--- src/inc/sync_serial_port_regs.svh ---
`ifndef SYNC_SERIAL_PORT_REGS_SVH
`define SYNC_SERIAL_PORT_REGS_SVH

// ----------------------------------------------------------------
// register addresses
// ----------------------------------------------------------------
`define SSP_ADDR_CONFIG   16'h7040
`define SSP_ADDR_CONTROL  16'h7041
`define SSP_ADDR_STATUS   16'h7042
`define SSP_ADDR_BAUD     16'h7044
`define SSP_ADDR_RX_EMU   16'h7046
`define SSP_ADDR_RX_BUF   16'h7047
`define SSP_ADDR_TX_BUF   16'h7048
`define SSP_ADDR_SHIFT    16'h7049
`define SSP_ADDR_FIFO_TX  16'h704A
`define SSP_ADDR_FIFO_RX  16'h704B
`define SSP_ADDR_FIFO_TIM 16'h704C
`define SSP_ADDR_PRIO     16'h704F

// ----------------------------------------------------------------
// field positions
// ----------------------------------------------------------------
`define CFG_SWRST_BIT     7
`define CFG_POL_BIT       6
`define CFG_LEN_MSB       3
`define CTL_OVR_IE_BIT    4
`define CTL_PHASE_BIT     3
`define CTL_CTRL_BIT      2
`define CTL_TRANSMIT_DRIVE_ENABLE_BIT      1
`define CTL_IE_BIT        0
`define STS_OVR_BIT       7
`define STS_DONE_BIT      6
`define STS_FULL_BIT      5
`define PRI_3WIRE_BIT     0

// ----------------------------------------------------------------
// reset values and masks
// ----------------------------------------------------------------
`define CFG_RST           8'h00
`define CFG_WMASK         8'hCF
`define CTL_RST           5'h00
`define BAUD_RST          7'h00
`define PRI_RST           1'h0
`define SYNC_RST          4'h8

// ----------------------------------------------------------------
// timing
// ----------------------------------------------------------------
`define BAUD_SLOW_MAX     7'h02
`define DIV_MIN           8'h04

`endif

--- src/inc/sync_serial_port_pkg.sv ---
package sync_serial_port_pkg;

    typedef enum logic [1:0]
    {
        ST_IDLE  = 2'b01,
        ST_SHIFT = 2'b10
    } xfer_state_t;

endpackage

--- src/pin_sync.sv ---
`timescale 1ns/1ps
`default_nettype none

module pin_sync #(
    parameter int               WIDTH   = 1,
    parameter logic [WIDTH-1:0] RST_VAL = '0
) (
    input  wire logic             clk_i,
    input  wire logic             srst_i,
    input  wire logic [WIDTH-1:0] async_i,
    output var  logic [WIDTH-1:0] sync_o
);

    logic [WIDTH-1:0] meta_q;

    // first stage feeds only the second stage
    always_ff @(posedge clk_i)
    begin
        if (srst_i)
        begin
            meta_q <= RST_VAL;
            sync_o <= RST_VAL;
        end
        else
        begin
            meta_q <= async_i;
            sync_o <= meta_q;
        end
    end

endmodule

`default_nettype wire

--- src/sync_serial_port_core.sv ---
// Function
// control bit selects controller or target role
// controller: clock out, send and sample lines
// target: external clock, swapped data lines
// controller write starts transfer, MSB first
// every bit out matched by one in
// finished character copied to receive buffer
// completion sets flag, interrupt when enabled
// pending transmit buffer continues, else clock stops
// divider sets controller bit rate
// far clock at most quarter core clock
// target transmit buffer passes when idle
// transmit_drive_enable off floats output, character completes
// high select halts target, floats output
// controller drives select low during transfer
// phase bit moves data half cycle ahead
// three-wire controller uses bidirectional out line
// three-wire target uses bidirectional in line
// left-justified data, four-bit length field
// one receive interrupt, fifo line idle
// status shows overrun, done, buffer full
// receive buffer read clears done flag
// unread reload sets overrun, software clears
// idle controller clock rests at polarity
//
// The plain strobed port was decided locally.
`timescale 1ns/1ps
`default_nettype none
`include "sync_serial_port_regs.svh"

module sync_serial_port_core
    import sync_serial_port_pkg::*;
(
    input  wire logic        clk_i,
    input  wire logic        srst_i,
    input  wire logic [15:0] addr_i,
    input  wire logic [15:0] wdata_i,
    input  wire logic        wr_i,
    input  wire logic        rd_i,
    output var  logic [15:0] rdata_o,
    input  wire logic        serial_clock_line_i,
    output var  logic        serial_clock_line_o,
    output var  logic        serial_clock_line_oe_n_o,
    input  wire logic        periph_in_ctrl_out_i,
    output var  logic        periph_in_ctrl_out_o,
    output var  logic        periph_in_ctrl_out_oe_n_o,
    input  wire logic        periph_out_ctrl_in_i,
    output var  logic        periph_out_ctrl_in_o,
    output var  logic        periph_out_ctrl_in_oe_n_o,
    input  wire logic        target_select_n_i,
    output var  logic        target_select_n_o,
    output var  logic        target_select_n_oe_n_o,
    output var  logic        rx_irq_o,
    output var  logic        tx_fifo_irq_o
);

    // ----------------------------------------------------------------
    // pin synchronisers
    // ----------------------------------------------------------------
    logic [3:0]  pins_s;
    logic        sclk_s;
    logic        simo_s;
    logic        somi_s;
    logic        sel_n_s;

    pin_sync #(
        .WIDTH   (4),
        .RST_VAL (`SYNC_RST)
    ) u_pin_sync (
        .clk_i   (clk_i),
        .srst_i  (srst_i),
        .async_i ({target_select_n_i, periph_out_ctrl_in_i,
                   periph_in_ctrl_out_i, serial_clock_line_i}),
        .sync_o  (pins_s)
    );

    assign sclk_s  = pins_s[0];
    assign simo_s  = pins_s[1];
    assign somi_s  = pins_s[2];
    assign sel_n_s = pins_s[3];

    // ----------------------------------------------------------------
    // registers and decode
    // ----------------------------------------------------------------
    logic [7:0]  cfg_q;
    logic [4:0]  ctl_q;
    logic [6:0]  baud_q;
    logic        three_wire_q;
    logic [15:0] txbuf_q;
    logic [15:0] sh_q;
    logic [15:0] sh_d;
    logic [15:0] rxbuf_q;
    logic        full_q;
    logic        done_q;
    logic        ovr_q;
    xfer_state_t state_q;
    logic [4:0]  bitcnt_q;
    logic        half_q;
    logic [7:0]  tmr_q;
    logic        tx_bit_q;
    logic        tx_bit_d;
    logic        sclk_prev_q;

    logic        eng_rst;
    logic        pol;
    logic        phase;
    logic        is_ctrl;
    logic        transmit_drive_enable;
    logic [4:0]  len;
    logic        wr_sh;
    logic        wr_tx;
    logic        rd_rx;
    logic        promote;
    logic        start;

    // clearing the reset bit holds the engine and flags in reset
    assign eng_rst = srst_i | ~cfg_q[`CFG_SWRST_BIT];
    assign pol     = cfg_q[`CFG_POL_BIT];
    assign phase   = ctl_q[`CTL_PHASE_BIT];
    assign is_ctrl = ctl_q[`CTL_CTRL_BIT];
    assign transmit_drive_enable    = ctl_q[`CTL_TRANSMIT_DRIVE_ENABLE_BIT];
    assign len     = {1'b0, cfg_q[`CFG_LEN_MSB:0]} + 5'h01;
    assign wr_sh   = wr_i && (addr_i == `SSP_ADDR_SHIFT);
    assign wr_tx   = wr_i && (addr_i == `SSP_ADDR_TX_BUF);
    assign rd_rx   = rd_i && (addr_i == `SSP_ADDR_RX_BUF);
    assign promote = (state_q == ST_IDLE) && full_q;
    assign start   = is_ctrl && (state_q == ST_IDLE) && (wr_sh || wr_tx || full_q);

    always_ff @(posedge clk_i)
    begin
        if (srst_i)
        begin
            cfg_q        <= `CFG_RST;
            ctl_q        <= `CTL_RST;
            baud_q       <= `BAUD_RST;
            three_wire_q <= `PRI_RST;
        end
        else if (wr_i)
        begin
            case (addr_i)
                `SSP_ADDR_CONFIG:  cfg_q        <= wdata_i[7:0] & `CFG_WMASK;
                `SSP_ADDR_CONTROL: ctl_q        <= wdata_i[4:0];
                `SSP_ADDR_BAUD:    baud_q       <= wdata_i[6:0];
                `SSP_ADDR_PRIO:    three_wire_q <= wdata_i[`PRI_3WIRE_BIT];
                default:           cfg_q        <= cfg_q;
            endcase
        end
    end

    always_ff @(posedge clk_i)
    begin
        if (srst_i)
            txbuf_q <= '0;
        else if (wr_tx)
            txbuf_q <= wdata_i;
    end

    // ----------------------------------------------------------------
    // bit timing
    // ----------------------------------------------------------------
    logic [7:0]  div;
    logic [7:0]  half1;
    logic [7:0]  half2;
    logic        ctrl_a;
    logic        ctrl_b;
    logic        tgt_a;
    logic        tgt_b;
    logic        rise;
    logic        fall;
    logic        ev_a;
    logic        ev_b;
    logic        sample;
    logic        rx_in;
    logic [15:0] sh_shift;
    logic [4:0]  cnt_after;
    logic        char_done;

    // low divider values all give the fastest rate
    assign div    = (baud_q <= `BAUD_SLOW_MAX) ? `DIV_MIN : {1'b0, baud_q} + 8'h01;
    // odd divider: first half takes the extra cycle
    assign half2  = div >> 1;
    assign half1  = div - half2;
    assign ctrl_a = is_ctrl && (state_q == ST_SHIFT) && !half_q
                    && (tmr_q == half1 - 8'h01);
    assign ctrl_b = is_ctrl && (state_q == ST_SHIFT) && half_q
                    && (tmr_q == half2 - 8'h01);

    // edge finding needs the far clock slow against ours
    assign rise   = sclk_s && !sclk_prev_q;
    assign fall   = !sclk_s && sclk_prev_q;
    assign tgt_a  = !is_ctrl && !sel_n_s && (pol ? fall : rise);
    assign tgt_b  = !is_ctrl && !sel_n_s && (pol ? rise : fall);
    assign ev_a   = ctrl_a || tgt_a;
    assign ev_b   = ctrl_b || tgt_b;
    assign sample = phase ? ev_a : ev_b;

    always_comb
    begin
        if (three_wire_q)
            rx_in = is_ctrl ? simo_s : somi_s;
        else
            rx_in = is_ctrl ? somi_s : simo_s;
    end

    assign sh_shift  = {sh_q[14:0], rx_in};
    assign cnt_after = bitcnt_q + {4'h0, sample};
    assign char_done = ev_b && (cnt_after == len);

    always_ff @(posedge clk_i)
    begin
        if (srst_i)
            sclk_prev_q <= 1'b0;
        else
            sclk_prev_q <= sclk_s;
    end

    always_ff @(posedge clk_i)
    begin
        if (eng_rst || !is_ctrl || state_q == ST_IDLE)
        begin
            tmr_q               <= '0;
            half_q              <= 1'b0;
            serial_clock_line_o <= pol;
        end
        else if (ctrl_a)
        begin
            tmr_q               <= '0;
            half_q              <= 1'b1;
            serial_clock_line_o <= ~pol;
        end
        else if (ctrl_b)
        begin
            tmr_q               <= '0;
            half_q              <= 1'b0;
            serial_clock_line_o <= pol;
        end
        else
            tmr_q <= tmr_q + 8'h01;
    end

    // ----------------------------------------------------------------
    // shift engine
    // ----------------------------------------------------------------
    always_comb
    begin
        sh_d = sh_q;
        if (eng_rst)
            sh_d = '0;
        else if (char_done && full_q)
            sh_d = txbuf_q;
        else if (sample)
            sh_d = sh_shift;
        else if (promote)
            sh_d = txbuf_q;
        else if (wr_sh || (wr_tx && state_q == ST_IDLE))
            sh_d = wdata_i;
    end

    // with phase set the line follows the shift head at once
    assign tx_bit_d = phase ? sh_d[15] : (ev_a ? sh_q[15] : tx_bit_q);

    always_ff @(posedge clk_i)
    begin
        sh_q     <= sh_d;
        tx_bit_q <= eng_rst ? 1'b0 : tx_bit_d;
    end

    always_ff @(posedge clk_i)
    begin
        if (eng_rst)
            bitcnt_q <= '0;
        else if (char_done)
            bitcnt_q <= '0;
        else if (sample)
            bitcnt_q <= cnt_after;
    end

    always_ff @(posedge clk_i)
    begin
        if (eng_rst)
            state_q <= ST_IDLE;
        else
        begin
            case (state_q)
                ST_IDLE:
                    if (start || tgt_a)
                        state_q <= ST_SHIFT;
                ST_SHIFT:
                    if (char_done && !(is_ctrl && full_q))
                        state_q <= ST_IDLE;
                default:
                    state_q <= ST_IDLE;
            endcase
        end
    end

    always_ff @(posedge clk_i)
    begin
        if (eng_rst)
            full_q <= 1'b0;
        else if (wr_tx && state_q == ST_SHIFT)
            full_q <= 1'b1;
        else if ((char_done && full_q) || promote)
            full_q <= 1'b0;
    end

    // ----------------------------------------------------------------
    // receive side and flags
    // ----------------------------------------------------------------
    always_ff @(posedge clk_i)
    begin
        if (eng_rst)
            rxbuf_q <= '0;
        else if (char_done)
            rxbuf_q <= sample ? sh_shift : sh_q;
    end

    // set wins over a clear in the same cycle
    always_ff @(posedge clk_i)
    begin
        if (eng_rst)
            done_q <= 1'b0;
        else if (char_done)
            done_q <= 1'b1;
        else if (rd_rx)
            done_q <= 1'b0;
    end

    always_ff @(posedge clk_i)
    begin
        if (eng_rst)
            ovr_q <= 1'b0;
        else if (char_done && done_q && !rd_rx)
            ovr_q <= 1'b1;
        else if (wr_i && addr_i == `SSP_ADDR_STATUS && wdata_i[`STS_OVR_BIT])
            ovr_q <= 1'b0;
    end

    // ----------------------------------------------------------------
    // pin drivers and interrupt
    // ----------------------------------------------------------------
    always_ff @(posedge clk_i)
    begin
        if (srst_i)
        begin
            serial_clock_line_oe_n_o  <= 1'b1;
            periph_in_ctrl_out_o      <= 1'b0;
            periph_in_ctrl_out_oe_n_o <= 1'b1;
            periph_out_ctrl_in_o      <= 1'b0;
            periph_out_ctrl_in_oe_n_o <= 1'b1;
            target_select_n_o         <= 1'b1;
            target_select_n_oe_n_o    <= 1'b1;
            rx_irq_o                  <= 1'b0;
            tx_fifo_irq_o             <= 1'b0;
        end
        else
        begin
            serial_clock_line_oe_n_o  <= ~is_ctrl;
            periph_in_ctrl_out_o      <= tx_bit_d;
            periph_in_ctrl_out_oe_n_o <= ~(is_ctrl && transmit_drive_enable);
            periph_out_ctrl_in_o      <= tx_bit_d;
            periph_out_ctrl_in_oe_n_o <= ~(!is_ctrl && transmit_drive_enable && !sel_n_s);
            target_select_n_o         <= ~(is_ctrl && state_q == ST_SHIFT);
            target_select_n_oe_n_o    <= ~is_ctrl;
            rx_irq_o                  <= (done_q && ctl_q[`CTL_IE_BIT])
                                         || (ovr_q && ctl_q[`CTL_OVR_IE_BIT]);
            tx_fifo_irq_o             <= 1'b0;
        end
    end

    // ----------------------------------------------------------------
    // read port
    // ----------------------------------------------------------------
    always_ff @(posedge clk_i)
    begin
        if (srst_i || !rd_i)
            rdata_o <= '0;
        else
        begin
            case (addr_i)
                `SSP_ADDR_CONFIG:  rdata_o <= {8'h00, cfg_q};
                `SSP_ADDR_CONTROL: rdata_o <= {11'h000, ctl_q};
                `SSP_ADDR_STATUS:  rdata_o <= {8'h00, ovr_q, done_q, full_q, 5'h00};
                `SSP_ADDR_BAUD:    rdata_o <= {9'h000, baud_q};
                `SSP_ADDR_RX_EMU:  rdata_o <= rxbuf_q;
                `SSP_ADDR_RX_BUF:  rdata_o <= rxbuf_q;
                `SSP_ADDR_TX_BUF:  rdata_o <= txbuf_q;
                `SSP_ADDR_SHIFT:   rdata_o <= sh_q;
                `SSP_ADDR_PRIO:    rdata_o <= {15'h0000, three_wire_q};
                default:           rdata_o <= '0;
            endcase
        end
    end

    // ----------------------------------------------------------------
    // checks
    // ----------------------------------------------------------------
    chk_clock_dir_role: assert property (@(posedge clk_i) disable iff (srst_i)
        1'b1 |=> (serial_clock_line_oe_n_o == !$past(is_ctrl)))
        else $error("clock pin direction does not follow role");

    chk_idle_clock_level: assert property (@(posedge clk_i) disable iff (eng_rst)
        (is_ctrl && state_q == ST_IDLE) |=> (serial_clock_line_o == $past(pol)))
        else $error("idle controller clock not at polarity level");

    chk_done_copy_rx: assert property (@(posedge clk_i) disable iff (eng_rst)
        (char_done && sample) |=> (rxbuf_q == $past(sh_shift)) && done_q)
        else $error("finished character not copied");

    chk_read_clears_done: assert property (@(posedge clk_i) disable iff (eng_rst)
        (rd_rx && !char_done) |=> !done_q)
        else $error("receive read did not clear done flag");

    chk_overrun_set: assert property (@(posedge clk_i) disable iff (eng_rst)
        (char_done && done_q && !rd_rx) |=> ovr_q)
        else $error("overrun not raised");

    chk_overrun_hold: assert property (@(posedge clk_i) disable iff (eng_rst)
        (ovr_q && !(wr_i && addr_i == `SSP_ADDR_STATUS && wdata_i[`STS_OVR_BIT]))
            |=> ovr_q)
        else $error("overrun dropped without software clear");

    chk_irq_follows_flag: assert property (@(posedge clk_i) disable iff (eng_rst)
        (done_q && ctl_q[`CTL_IE_BIT]) |=> rx_irq_o)
        else $error("receive interrupt missing");

    chk_select_halts: assert property (@(posedge clk_i) disable iff (eng_rst)
        (!is_ctrl && sel_n_s) |-> !ev_a && !ev_b ##1 periph_out_ctrl_in_oe_n_o)
        else $error("deselected target still shifting or driving");

    chk_transmit_drive_enable_floats: assert property (@(posedge clk_i) disable iff (srst_i)
        !transmit_drive_enable |=> periph_out_ctrl_in_oe_n_o && periph_in_ctrl_out_oe_n_o)
        else $error("output driven with transmit_drive_enable off");

    chk_half_period_min: assert property (@(posedge clk_i) disable iff (eng_rst)
        ctrl_a |=> !ev_b)
        else $error("controller half period below two cycles");

    chk_select_drive: assert property (@(posedge clk_i) disable iff (srst_i)
        (is_ctrl && state_q == ST_SHIFT) |=> !target_select_n_o)
        else $error("select not low during controller transfer");

    chk_continue_pending: assert property (@(posedge clk_i) disable iff (eng_rst)
        (is_ctrl && char_done && full_q) |=> (state_q == ST_SHIFT) && (full_q == $past(wr_tx))
            && (sh_q == $past(txbuf_q)))
        else $error("pending character not continued");

endmodule

`default_nettype wire

--- config.mk ---
export PLATFORM = sky130hd
export DESIGN_NAME = sync_serial_port_core
export DESIGN_NICKNAME = d
export VERILOG_FILES = /design/src/inc/sync_serial_port_pkg.sv /design/src/pin_sync.sv /design/src/sync_serial_port_core.sv
export VERILOG_INCLUDE_DIRS = /design/src /design/src/inc
export SDC_FILE = /design/constraint.sdc
export NUM_CORES = 1
export LEC_CHECK = 0
export CORE_MARGIN = 4
export CORE_UTILIZATION = 54
export CTS_CLUSTER_SIZE = 30
export DETAILED_ROUTE_END_ITERATION = 8
export DONT_BUFFER_PORTS = 1
export GPL_TIMING_DRIVEN = 0
export HOLD_SLACK_MARGIN = 0.05
export MAX_ROUTING_LAYER = met4
export PLACE_DENSITY_LB_ADDON = 0.3
export SYNTH_ARGS = -nofsm -noshare
export SYNTH_HDL_FRONTEND = slang
export SYNTH_SLANG_ARGS = --single-unit
--- constraint.sdc ---
create_clock -name clk_i -period 7.02 [get_ports clk_i]
set_input_delay 0.702 -clock clk_i [delete_from_list [all_inputs] [get_ports clk_i]]
set_output_delay 0.702 -clock clk_i [all_outputs]
set_load 0.02 [all_outputs]
==> results of run 1 <==
==> final cells by class <==
cell class	instances	area, um2	area share
inverters	23	86.3	0.0114
clock buffers	23	468	0.0618
clock inverters	8	98.8	0.0131
multi-input cells	615	4020	0.531
flip-flops and latches	119	2390	0.316
well taps	168	210	0.0278
repair buffers	5	37.5	0.00496
plain buffers	53	258	0.0341
==> power by group through the flow <==
stage / registers, mW / clock network [mW] / logic (mW)
3_5_place_dp: 0.694 / 0 / 0.0255
5_1_grt: 0.680 / 0.874 / 0.0284
3_3_place_gp: 0.694 / 0 / 0.0252
4_1_cts: 0.680 / 0.844 / 0.0257
6_report: 0.680 / 0.840 / 0.0263
2_1_floorplan: 0.694 / 0 / 0.0193
==> metrics by stage <==
step / std cells / util
2_1_floorplan: 810 / -
6_report: 1014 / 0.625
3_3_place_gp: 978 / 0.572
4_1_cts: 1009 / 0.620
5_1_grt: 1014 / 0.625
3_5_place_dp: 978 / 0.572
==> how the worst max path moves through the flow <==
stage	from	to	slack, ps	depth (start not counted)
finish	baud_q[0]	sh_q[13]	480	27
global route	baud_q[0]	sh_q[13]	6	27
CTS	baud_q[0]	sh_q[13]	10	27
detailed placement	baud_q[0]	sh_q[13]	-130	27
global placement	baud_q[0]	sh_q[12]	60	27
floorplan	baud_q[0]	sh_q[10]	1270	27
==> logic make-up (layout without fill, tap and decap cells) <==
logic type                 count (synthesis)  count (layout)  share of synthesized area
other                                      1               1                   0.000558
xor gates and xnor gates                  37              37                     0.0482
AOI/OAI and AO/OA                        222             222                      0.239
muxes                                     30              30                     0.0447
DFF                                      119             119                      0.356
buffers and inverters                     76             112                     0.0507
and+or+nand+nor                          303             303                      0.219
adders and majority gates                 22              22                     0.0421
==> flip-flops by register name, indices dropped and copies added (netlist names), 2 cells and up <==
register / cells
cfg_q: 6
rxbuf_q: 16
u_pin_sync.sync_o: 4
bitcnt_q: 5
ctl_q: 5
u_pin_sync.meta_q: 4
sh_q: 16
tmr_q: 8
txbuf_q: 16
rdata_o: 16
baud_q: 7
state_q: 2
==> layer usage <==
layer  vias up  part of all wire
met4         0             0.036
met5         -                 0
met3        52             0.091
met1      2949              0.41
li1       2984                 -
met2       379              0.46
==> cells in the mapped netlist (6+ instances only) <==
cell        n
o21a_1     20
inv_1      22
o211ai_2   10
nand2_1    94
xnor2_1    19
a221oi_1    9
a31oi_1    16
o22ai_1    19
xor2_1     18
nor2_1     70
ha_1       21
mux2i_1    30
o211ai_1    6
a21oi_1    51
clkbuf_1   37
nor3_1     12
o21ai_0    27
o211a_1    15
nand4_1     8
dfxtp_1   118
nand3_1    53
nor2b_1    15
and3_1     10
==> critical path, delay by kind of cell (launching register included) <==
family / cells / cell delay [ps]
AO/OA/AOI/OAI: 10 / 2400
AND/OR/NAND/NOR: 6 / 1370
adder cells (fa/ha/maj): 4 / 970
buffers and inverters: 5 / 840
flip-flops: 1 / 440
XOR/XNOR: 2 / 410
==> repair_timing <==
item                       4_1_cts  5_1_grt
setup endpoints to repair       23       44
buffers inserted                 0        5
gates resized for setup          2       10
pin swaps                        1        4
==> impl_metrics.xml, run 1 <==
<?xml version="1.0" encoding="UTF-8"?>
<metrics>
  <group name="run_status">
    <metric name="status" unit="">finished clean</metric>
  </group>
  <group name="power_and_ir_drop">
    <metric name="clock_power_share" unit="">0.543</metric>
    <metric name="ir_worst_vdd" unit="mV">0.180</metric>
    <metric name="internal_power" unit="mW">1.22</metric>
    <metric name="switching_share" unit="">0.208</metric>
    <metric name="static-leakage-power" unit="nW">2.89</metric>
    <metric name="design_power_total" unit="mW">1.55</metric>
    <metric name="pwr-share-comb" unit="">0.017</metric>
    <metric name="share_seq_of_total_power" unit="">0.440</metric>
    <metric name="netSwitchingPower" unit="mW">0.322</metric>
    <metric name="powerDensity" unit="nW/um2">204</metric>
  </group>
  <group name="routing">
    <metric name="detail_route.wirelength" unit="um">20200</metric>
    <metric name="ant_nets" unit="">0</metric>
    <metric name="vias_per_cell" unit="">6.28</metric>
    <metric name="dr.first_iter.drc_count" unit="">585</metric>
    <metric name="routedWlPerCell" unit="um">20.0</metric>
    <metric name="routed-via-count" unit="">6364</metric>
    <metric name="number_of_search_and_repair_iterations_in_the_first_detailed_routing_pass" unit="">5</metric>
    <metric name="drt_drc_violations_left" unit="">0</metric>
  </group>
  <group name="run">
    <metric name="timing.max_cap.violations" unit="">0</metric>
  </group>
  <group name="worst_setup_path">
    <metric name="worstSetupEndpointType" unit="">register</metric>
    <metric name="cp-start-kind" unit="">register</metric>
    <metric name="reg2reg_to" unit="">sh_q[13]</metric>
    <metric name="critical_path_arrival" unit="ps">6850</metric>
    <metric name="worst_ep_required_time" unit="ps">7340</metric>
    <metric name="rr_worst_depth" unit="">27</metric>
    <metric name="path_class" unit="">register to register</metric>
    <metric name="path_common_cell" unit="">ha_1</metric>
    <metric name="rr_startpoint" unit="">baud_q[0]</metric>
    <metric name="cpMaxStageDelayCell" unit="">dfxtp_1</metric>
    <metric name="maximum_single_stage_delay_on_the_critical_path" unit="ps">440</metric>
    <metric name="timing.reg2reg.setup_slack" unit="ps">480</metric>
    <metric name="critical_path.max_fanout" unit="">10</metric>
  </group>
  <group name="global_routing">
    <metric name="grt_start_max_net_pins" unit="">17</metric>
    <metric name="grtUsageMet2" unit="">0.450</metric>
    <metric name="vias_in_the_first_global_route" unit="">5982</metric>
    <metric name="gr-usage-met1" unit="">0.362</metric>
    <metric name="global_route.overflow_total" unit="">0</metric>
    <metric name="grt_usage" unit="">0.290</metric>
    <metric name="antenna_violations_before_repair" unit="">0</metric>
    <metric name="top_usage_layer" unit="">met2</metric>
    <metric name="grt.met3_usage" unit="">0.0674</metric>
    <metric name="grt_first_pass_wirelength" unit="um">31800</metric>
  </group>
  <group name="layout">
    <metric name="antenna_cells_inserted" unit="">0</metric>
    <metric name="final_common_cell" unit="">dfxtp_1</metric>
    <metric name="area.growth.synth_to_final" unit="%">12.7</metric>
    <metric name="final_non_filler_cell_area" unit="um2">7570</metric>
    <metric name="drive_above_1_share" unit="">0.0957</metric>
    <metric name="mostFrequentLayoutCells" unit="">dfxtp_1, nand2_1, nor2_1, nand3_1, a21oi_1</metric>
    <metric name="fill_cells" unit="">1080</metric>
    <metric name="final_net_count" unit="">896</metric>
  </group>
  <group name="synthesis">
    <metric name="yosys_warnings" unit="">0</metric>
    <metric name="synth_area_per_cell" unit="um2">8.29</metric>
    <metric name="post_synth_num_cell_types" unit="">82</metric>
    <metric name="synth_edf_count" unit="">1</metric>
    <metric name="syn-num-nets" unit="">872</metric>
    <metric name="synth_top_area_frac" unit="">0.352</metric>
    <metric name="synth_seq_cells" unit="">119</metric>
    <metric name="netlist_instances" unit="">810</metric>
    <metric name="synth.yosys.seq_area_share" unit="">0.356</metric>
    <metric name="synthTopCellsByArea" unit="">dfxtp_1, nand2_1, mux2i_1</metric>
    <metric name="synth-async-reset-ratio" unit="">0</metric>
    <metric name="main_flop_type_after_synthesis" unit="">dfxtp_1</metric>
    <metric name="netlist_area_pre_place" unit="um2">6720</metric>
    <metric name="yosys.area.top_type" unit="">dfxtp_1</metric>
  </group>
  <group name="timing">
    <metric name="hold_slack" unit="ps">387</metric>
    <metric name="setup-violations-final" unit="">0</metric>
    <metric name="max_clock_freq" unit="GHz">0.153</metric>
    <metric name="max_slew.worst_pin.slew" unit="ps">1140</metric>
    <metric name="clock-skew-final" unit="ps">6.84</metric>
    <metric name="drv_slew" unit="">0</metric>
    <metric name="relSlewSlack" unit="">0.232</metric>
    <metric name="hold_violations" unit="">0</metric>
    <metric name="final_min_period_over_clock_period" unit="">0.931</metric>
    <metric name="setup_ws" unit="ps">483</metric>
    <metric name="setup_total_negative_slack" unit="ps">0</metric>
    <metric name="rsz0062_at_grt" unit="">no</metric>
    <metric name="final.min_clock_period" unit="ps">6540</metric>
  </group>
  <group name="hold_path">
    <metric name="hold_path_class" unit="">primary input to register</metric>
    <metric name="whs_endpoint" unit="">u_pin_sync.meta_q[3]</metric>
    <metric name="worstHoldPathCells" unit="">1</metric>
    <metric name="worstHoldStart" unit="">target_select_n_i</metric>
  </group>
  <group name="place">
    <metric name="dp_worst_setup_slack" unit="ps">-127</metric>
    <metric name="dp.final_hpwl" unit="um">15400</metric>
    <metric name="routabilityCongestion" unit="">0.996</metric>
    <metric name="quantity_of_i_o_buffers_inserted_on_ports" unit="">0</metric>
    <metric name="placement_stage_cell_area" unit="um2">6930</metric>
  </group>
  <group name="cts">
    <metric name="cts.hold.buffers_added" unit="">0</metric>
    <metric name="cts_max_path_buffers" unit="">2</metric>
    <metric name="clock_tree_root" unit="">clkbuf_16</metric>
    <metric name="cts_num_sinks" unit="">119</metric>
    <metric name="cts_tree" unit="">done</metric>
    <metric name="htree_levels" unit="">4</metric>
    <metric name="number_of_clock_buffers_inserted_by_tritoncts" unit="">17</metric>
    <metric name="cts.clk_slew.worst_paths" unit="ps">50</metric>
    <metric name="worstSkewPairLatency" unit="ps">420</metric>
  </group>
  <group name="floorplanning">
    <metric name="chipHeight" unit="um">120</metric>
    <metric name="core_area" unit="um2">12100</metric>
    <metric name="fp.dieW" unit="um">120</metric>
    <metric name="placementRows" unit="">40</metric>
    <metric name="die_area" unit="um2">14300</metric>
    <metric name="start_util" unit="">0.555</metric>
    <metric name="pin_count" unit="">66</metric>
  </group>
</metrics>
Power figures use the tool's default switching activity.
==> inputs of run 2 (changes only) <==
--- a/config.mk
+++ b/config.mk
@@ -13,7 +13,6 @@
 export DONT_BUFFER_PORTS = 1
 export GPL_TIMING_DRIVEN = 0
 export HOLD_SLACK_MARGIN = 0.05
-export MAX_ROUTING_LAYER = met4
 export PLACE_DENSITY_LB_ADDON = 0.3
 export SYNTH_ARGS = -nofsm -noshare
 export SYNTH_HDL_FRONTEND = slang
==> run 2 against run 1 <==
Flip-flop and latch count did not move. Highest routed layer unchanged. Critical endpoint is now sh_q[10]. Register-to-register slack worse by 210 ps. Combinational power hardly changed. Die area is the same. Count of clock-buffer cells in the layout decreased by 5. Cell count increased by 0.20%. Routed wire length up 0.12%. Clock power up 3.0%. Total power grew 1.5%. Clock skew is 2.8 ps higher. Maximum frequency shrank 3.1%.
==> impl_metrics.xml, run 2 (same netlist as run 1, synthesis figures left out) <==
<?xml version="1.0" encoding="UTF-8"?>
<metrics>
  <group name="run_status">
    <metric name="status" unit="">finished clean</metric>
  </group>
  <group name="global_routing">
    <metric name="vias_in_the_first_global_route" unit="">6179</metric>
    <metric name="global_route.overflow_total" unit="">0</metric>
    <metric name="grt_first_pass_wirelength" unit="um">32400</metric>
    <metric name="antenna_violations_before_repair" unit="">0</metric>
    <metric name="grt_usage" unit="">0.287</metric>
    <metric name="grt_start_max_net_pins" unit="">17</metric>
  </group>
  <group name="routing">
    <metric name="number_of_search_and_repair_iterations_in_the_first_detailed_routing_pass" unit="">5</metric>
    <metric name="ant_nets" unit="">0</metric>
    <metric name="vias_per_cell" unit="">6.20</metric>
    <metric name="drt_drc_violations_left" unit="">0</metric>
    <metric name="dr.first_iter.drc_count" unit="">678</metric>
    <metric name="routedWlPerCell" unit="um">19.9</metric>
    <metric name="detail_route.wirelength" unit="um">20300</metric>
    <metric name="routed-via-count" unit="">6300</metric>
  </group>
  <group name="cts">
    <metric name="cts_max_path_buffers" unit="">2</metric>
    <metric name="clock_tree_root" unit="">clkbuf_16</metric>
    <metric name="worstSkewPairLatency" unit="ps">430</metric>
    <metric name="cts.clk_slew.worst_paths" unit="ps">60</metric>
    <metric name="cts_tree" unit="">done</metric>
    <metric name="number_of_clock_buffers_inserted_by_tritoncts" unit="">17</metric>
    <metric name="cts.hold.buffers_added" unit="">0</metric>
    <metric name="cts_num_sinks" unit="">119</metric>
    <metric name="htree_levels" unit="">4</metric>
  </group>
  <group name="layout">
    <metric name="antenna_cells_inserted" unit="">0</metric>
    <metric name="seq_area" unit="um2">2390</metric>
    <metric name="final_net_count" unit="">897</metric>
    <metric name="mostFrequentLayoutCells" unit="">dfxtp_1, nand2_1, nor2_1, nand3_1, a21oi_1</metric>
    <metric name="final_util" unit="">0.629</metric>
    <metric name="drive_above_1_share" unit="">0.103</metric>
    <metric name="area.growth.synth_to_final" unit="%">13.4</metric>
    <metric name="fill_cells" unit="">1106</metric>
    <metric name="multi_input_gate_area_in_the_final_layout" unit="um2">4020</metric>
    <metric name="final_common_cell" unit="">dfxtp_1</metric>
  </group>
  <group name="worst_setup_path">
    <metric name="cp-start-kind" unit="">register</metric>
    <metric name="path_class" unit="">register to register</metric>
    <metric name="path_common_cell" unit="">ha_1</metric>
    <metric name="cpMaxStageDelayCell" unit="">fa_1</metric>
    <metric name="critical_path.max_fanout" unit="">10</metric>
    <metric name="worst_ep_required_time" unit="ps">7340</metric>
    <metric name="rr_startpoint" unit="">baud_q[0]</metric>
    <metric name="setup.worst_path.start" unit="">baud_q[0]</metric>
    <metric name="critical_path_arrival" unit="ps">7060</metric>
    <metric name="worstSetupEndpointType" unit="">register</metric>
    <metric name="maximum_single_stage_delay_on_the_critical_path" unit="ps">450</metric>
  </group>
  <group name="run">
    <metric name="timing.max_cap.violations" unit="">0</metric>
  </group>
  <group name="floorplanning">
    <metric name="die_area" unit="um2">14300</metric>
    <metric name="placementRows" unit="">40</metric>
    <metric name="pin_count" unit="">66</metric>
    <metric name="chipHeight" unit="um">120</metric>
    <metric name="core_area" unit="um2">12100</metric>
    <metric name="start_util" unit="">0.555</metric>
    <metric name="fp.dieW" unit="um">120</metric>
  </group>
  <group name="place">
    <metric name="dp.final_hpwl" unit="um">15500</metric>
    <metric name="quantity_of_i_o_buffers_inserted_on_ports" unit="">0</metric>
    <metric name="routabilityCongestion" unit="">0.968</metric>
  </group>
  <group name="timing">
    <metric name="drv_slew" unit="">0</metric>
    <metric name="relSlewSlack" unit="">0.290</metric>
    <metric name="setup_total_negative_slack" unit="ps">0</metric>
    <metric name="max_clock_freq" unit="GHz">0.148</metric>
    <metric name="max_slew.worst_pin.slew" unit="ps">1060</metric>
    <metric name="final_min_period_over_clock_period" unit="">0.961</metric>
    <metric name="clock-skew-final" unit="ps">9.62</metric>
    <metric name="rsz0062_at_grt" unit="">no</metric>
    <metric name="setup-violations-final" unit="">0</metric>
    <metric name="hold_violations" unit="">0</metric>
    <metric name="final.min_clock_period" unit="ps">6740</metric>
  </group>
  <group name="hold_path">
    <metric name="worstHoldStart" unit="">target_select_n_i</metric>
    <metric name="hold_path_class" unit="">primary input to register</metric>
  </group>
  <group name="power_and_ir_drop">
    <metric name="powerDensity" unit="nW/um2">206</metric>
    <metric name="ir_worst_vdd" unit="mV">0.137</metric>
    <metric name="static-leakage-power" unit="nW">2.89</metric>
  </group>
</metrics>
==> run 2: changes by cell type in the layout (fill, tap and decap cells not counted), sizes merged <==
cell,before,now
inv,23,27
buf,21,22
clkinvlp,2,5
bufinv,2,1
clkbuf,60,55
==> run 2: metal layers <==
metal	GRT usage	wire, um	vias up
met2	0.466	9490	264
li1	-	-	2983
met3	0.0646	1540	58
met5	0	0	-
met4	0.139	715	0
met1	0.360	8520	2995
==> run 2: report_power, final <==
part	leakage (nW)	internal (mW)	switching, mW	total [mW]
clock network	0.273	0.514	0.350	0.865
logic	1.65	0.00875	0.0177	0.0265
registers	0.964	0.678	0.000837	0.679
==> run 2: repair_timing <==
action                                 in CTS  in global routing
endpoints found under the hold margin       0                  0
gates cloned                                0                  0
pin swaps                                   1                  3
resized for setup                           1                  9
setup endpoints to repair                  19                 39
buffers inserted                            0                  6
==> run 2: final cells by class <==
class / instances / share of cell area
Buffer: 53 / 0.0335
Timing Repair Buffer: 6 / 0.00756
Inverter: 23 / 0.0113
Clock buffer: 18 / 0.0592
Clock inverter: 14 / 0.0184
Multi-Input combinational cell: 615 / 0.528
Sequential cell: 119 / 0.314
Tap cell: 168 / 0.0276
==> run 2: worst max-delay path, delay by kind of cell (launching register included) <==
family | cells | cell delay [ps]
AOI/OAI and AO/OA | 7 | 1710
and+or+nand+nor | 8 | 1750
xor gates and xnor gates | 2 | 390
adders and majority gates | 5 | 1320
buffers and inverters | 6 | 1030
DFF | 1 | 440
==> run 2: worst paths after layout <==
check / slack (ps) / end / cells after the start
worst max-delay path: 280 / sh_q[10] / 28
worst min-delay path: 380 / u_pin_sync.meta_q[3] / 1
worst max register to register: 280 / sh_q[10] / 28
worst min register to register: 410 / u_pin_sync.sync_o[3] / 1
==> run 2: metrics by stage <==
stage	hold WS (ps)	worst slack, ps	power, mW	std cells	area [um2]
floorplan	383	1270	0.713	810	6720
global placement	392	11.0	0.719	978	6930
detailed placement	405	-171	0.720	978	6930
CTS	374	17.5	1.57	1010	7520
global route	373	11.2	1.61	1016	7610
finish	381	277	1.57	1016	7610
==> inputs of run 3 (changes only) <==
--- a/config.mk
+++ b/config.mk
@@ -6,8 +6,10 @@
 export SDC_FILE = /design/constraint.sdc
 export NUM_CORES = 1
 export LEC_CHECK = 0
+export CELL_PAD_IN_SITES_DETAIL_PLACEMENT = 0
+export CELL_PAD_IN_SITES_GLOBAL_PLACEMENT = 1
 export CORE_MARGIN = 4
-export CORE_UTILIZATION = 54
+export CORE_UTILIZATION = 48
 export CTS_CLUSTER_SIZE = 30
 export DETAILED_ROUTE_END_ITERATION = 8
 export DONT_BUFFER_PORTS = 1
==> run 3 against run 2 <==
Count of clock-buffer cells in the layout increased by 3. Clock skew shrank 3.7 ps. Core utilization fell by 5.6 points. Combinational power is 3% higher. Highest routed layer unchanged.
==> impl_metrics.xml, run 3 (same netlist as run 1, synthesis figures left out) <==
<?xml version="1.0" encoding="UTF-8"?>
<metrics>
  <group name="run_status">
    <metric name="status" unit="">finished clean</metric>
  </group>
  <group name="layout">
    <metric name="mostFrequentLayoutCells" unit="">dfxtp_1, nand2_1, nor2_1, nand3_1, a21oi_1</metric>
    <metric name="fill_cells" unit="">1262</metric>
    <metric name="antenna_cells_inserted" unit="">0</metric>
    <metric name="fin_cells" unit="">1030</metric>
    <metric name="final_net_count" unit="">903</metric>
    <metric name="final_non_filler_cell_area" unit="um2">7710</metric>
    <metric name="area.growth.synth_to_final" unit="%">14.8</metric>
    <metric name="drive_above_1_share" unit="">0.107</metric>
    <metric name="final_common_cell" unit="">dfxtp_1</metric>
  </group>
  <group name="worst_setup_path">
    <metric name="maximum_single_stage_delay_on_the_critical_path" unit="ps">450</metric>
    <metric name="critical_path_arrival" unit="ps">6870</metric>
    <metric name="path_common_cell" unit="">ha_1</metric>
    <metric name="worstSetupEndpointType" unit="">register</metric>
    <metric name="reg2reg_to" unit="">sh_q[8]</metric>
    <metric name="timing.reg2reg.setup_slack" unit="ps">460</metric>
    <metric name="path_class" unit="">register to register</metric>
    <metric name="rr_startpoint" unit="">baud_q[0]</metric>
    <metric name="worst_ep_required_time" unit="ps">7340</metric>
    <metric name="cp-start-kind" unit="">register</metric>
    <metric name="cpMaxStageDelayCell" unit="">dfxtp_1</metric>
    <metric name="rr_worst_depth" unit="">28</metric>
    <metric name="critical_path.max_fanout" unit="">10</metric>
  </group>
  <group name="global_routing">
    <metric name="grt_first_pass_wirelength" unit="um">32900</metric>
    <metric name="antenna_violations_before_repair" unit="">0</metric>
    <metric name="grt_start_max_net_pins" unit="">17</metric>
    <metric name="vias_in_the_first_global_route" unit="">6053</metric>
    <metric name="grt_usage" unit="">0.261</metric>
    <metric name="global_route.overflow_total" unit="">0</metric>
  </group>
  <group name="hold_path">
    <metric name="worstHoldStart" unit="">target_select_n_i</metric>
    <metric name="whs_endpoint" unit="">u_pin_sync.meta_q[3]</metric>
    <metric name="hold_path_class" unit="">primary input to register</metric>
    <metric name="worstHoldPathCells" unit="">1</metric>
  </group>
  <group name="cts">
    <metric name="cts.hold.buffers_added" unit="">0</metric>
    <metric name="cts_tree" unit="">done</metric>
    <metric name="htree_levels" unit="">4</metric>
    <metric name="cts.clk_slew.worst_paths" unit="ps">60</metric>
    <metric name="cts_num_sinks" unit="">119</metric>
    <metric name="number_of_clock_buffers_inserted_by_tritoncts" unit="">17</metric>
    <metric name="clock_tree_root" unit="">clkbuf_16</metric>
    <metric name="cts_max_path_buffers" unit="">2</metric>
    <metric name="worstSkewPairLatency" unit="ps">430</metric>
  </group>
  <group name="place">
    <metric name="placement_stage_cell_area" unit="um2">6940</metric>
    <metric name="routabilityCongestion" unit="">0.974</metric>
    <metric name="quantity_of_i_o_buffers_inserted_on_ports" unit="">0</metric>
    <metric name="dp.final_hpwl" unit="um">16100</metric>
    <metric name="dp.cells" unit="">986</metric>
  </group>
  <group name="power_and_ir_drop">
    <metric name="netSwitchingPower" unit="mW">0.344</metric>
    <metric name="powerDensity" unit="nW/um2">216</metric>
    <metric name="static-leakage-power" unit="nW">2.95</metric>
    <metric name="clock_power_share" unit="">0.575</metric>
    <metric name="share_seq_of_total_power" unit="">0.409</metric>
    <metric name="ir_worst_vdd" unit="mV">0.148</metric>
    <metric name="design_power_total" unit="mW">1.66</metric>
    <metric name="switching_share" unit="">0.207</metric>
    <metric name="internal_power" unit="mW">1.32</metric>
    <metric name="pwr-share-comb" unit="">0.016</metric>
  </group>
  <group name="routing">
    <metric name="routedWlPerCell" unit="um">20.5</metric>
    <metric name="dr.first_iter.drc_count" unit="">719</metric>
    <metric name="detail_route.wirelength" unit="um">21100</metric>
    <metric name="routed-via-count" unit="">6381</metric>
    <metric name="ant_nets" unit="">0</metric>
    <metric name="number_of_search_and_repair_iterations_in_the_first_detailed_routing_pass" unit="">8</metric>
    <metric name="vias_per_cell" unit="">6.20</metric>
    <metric name="drt_drc_violations_left" unit="">0</metric>
  </group>
  <group name="timing">
    <metric name="clock-skew-final" unit="ps">5.88</metric>
    <metric name="final.min_clock_period" unit="ps">6560</metric>
    <metric name="max_slew.worst_pin.slew" unit="ps">1170</metric>
    <metric name="rsz0062_at_grt" unit="">no</metric>
    <metric name="hold_violations" unit="">0</metric>
    <metric name="max_clock_freq" unit="GHz">0.152</metric>
    <metric name="drv_slew" unit="">0</metric>
    <metric name="setup-violations-final" unit="">0</metric>
    <metric name="final_min_period_over_clock_period" unit="">0.934</metric>
    <metric name="relSlewSlack" unit="">0.211</metric>
  </group>
  <group name="floorplanning">
    <metric name="pin_count" unit="">66</metric>
    <metric name="start_util" unit="">0.499</metric>
    <metric name="fp.dieW" unit="um">126</metric>
    <metric name="core_area" unit="um2">13500</metric>
    <metric name="die_area" unit="um2">15900</metric>
    <metric name="chipHeight" unit="um">126</metric>
    <metric name="placementRows" unit="">42</metric>
  </group>
  <group name="run">
    <metric name="timing.max_cap.violations" unit="">0</metric>
  </group>
</metrics>
## run 3: changes by cell type in the layout (fill, tap and decap cells not counted), moves of 2 or more
| cell | change |
|---|---|
| buf_4 | +7 |
| bufinv_16 | +3 |
| clkbuf_8 | +2 |
| clkinv_2 | +2 |
| clkinv_4 | -3 |
| inv_6 | -3 |
## run 3: metrics by stage
step | utilization | hold WS [ps] | TNS [ps] | worst slack [ps]
2_1_floorplan | - | 383 | 0 | 1270
6_report | 0.573 | 389 | 0 | 462
5_1_grt | 0.573 | 385 | 0 | 65.0
3_3_place_gp | 0.516 | 393 | 0 | 24.0
4_1_cts | 0.564 | 378 | 0 | 30.0
3_5_place_dp | 0.516 | 409 | -647 | -92.5
## run 3: power groups by stage
| stage | clock network (mW) | registers (mW) | logic, mW |
|---|---|---|---|
| final | 0.957 | 0.680 | 0.0272 |
| after detailed placement | 0 | 0.694 | 0.0265 |
| after global placement | 0 | 0.694 | 0.0257 |
| after floorplan | 0 | 0.694 | 0.0193 |
| after CTS | 0.960 | 0.680 | 0.0265 |
| after global routing | 0.996 | 0.680 | 0.0291 |
## run 3: worst max path at each step
stage                   start         end  slack, ps  cells past startpoint
floorplan           baud_q[0]    sh_q[10]       1270                     27
global placement    baud_q[0]    sh_q[11]         20                     27
detailed placement  baud_q[0]    sh_q[10]        -90                     27
CTS                 baud_q[0]    sh_q[10]         30                     27
global route        baud_q[0]  rxbuf_q[1]         60                     27
finish              baud_q[0]     sh_q[8]        460                     28
## run 3: final cells by class
class | instances | area, um2 | share of cell area
Buffer | 53 | 255 | 0.0331
Clock buffer | 21 | 482 | 0.0625
Clock inverter | 11 | 169 | 0.0219
Inverter | 23 | 86.3 | 0.0112
Multi-Input combinational cell | 615 | 4020 | 0.521
Sequential cell | 119 | 2390 | 0.310
Tap cell | 176 | 220 | 0.0286
Timing Repair Buffer | 12 | 90.1 | 0.0117
## run 3: repair_timing
action | 4_1_cts | 5_1_grt
pin swaps | 0 | 4
endpoints found under the setup margin | 11 | 44
setup buffers | 0 | 12
gates resized for setup | 1 | 8
## run 3: per-layer routing
metal  global-route usage  routed length, um  up-vias
li1                     -                  -     2998
met1                0.342               9090     3057
met2                0.414               9700      274
met3               0.0660               1680       52
met4                0.101                659        0
met5                    0                  0        -
## run 3: critical path, delay by kind of cell, from the launching register on
kind	cells	cell delay, ps
AO/OA/AOI/OAI	8	1940
adder cells (fa/ha/maj)	4	950
buffers and inverters	5	920
AND/OR/NAND/NOR	9	1780
flip-flops	1	450
XOR/XNOR	2	390
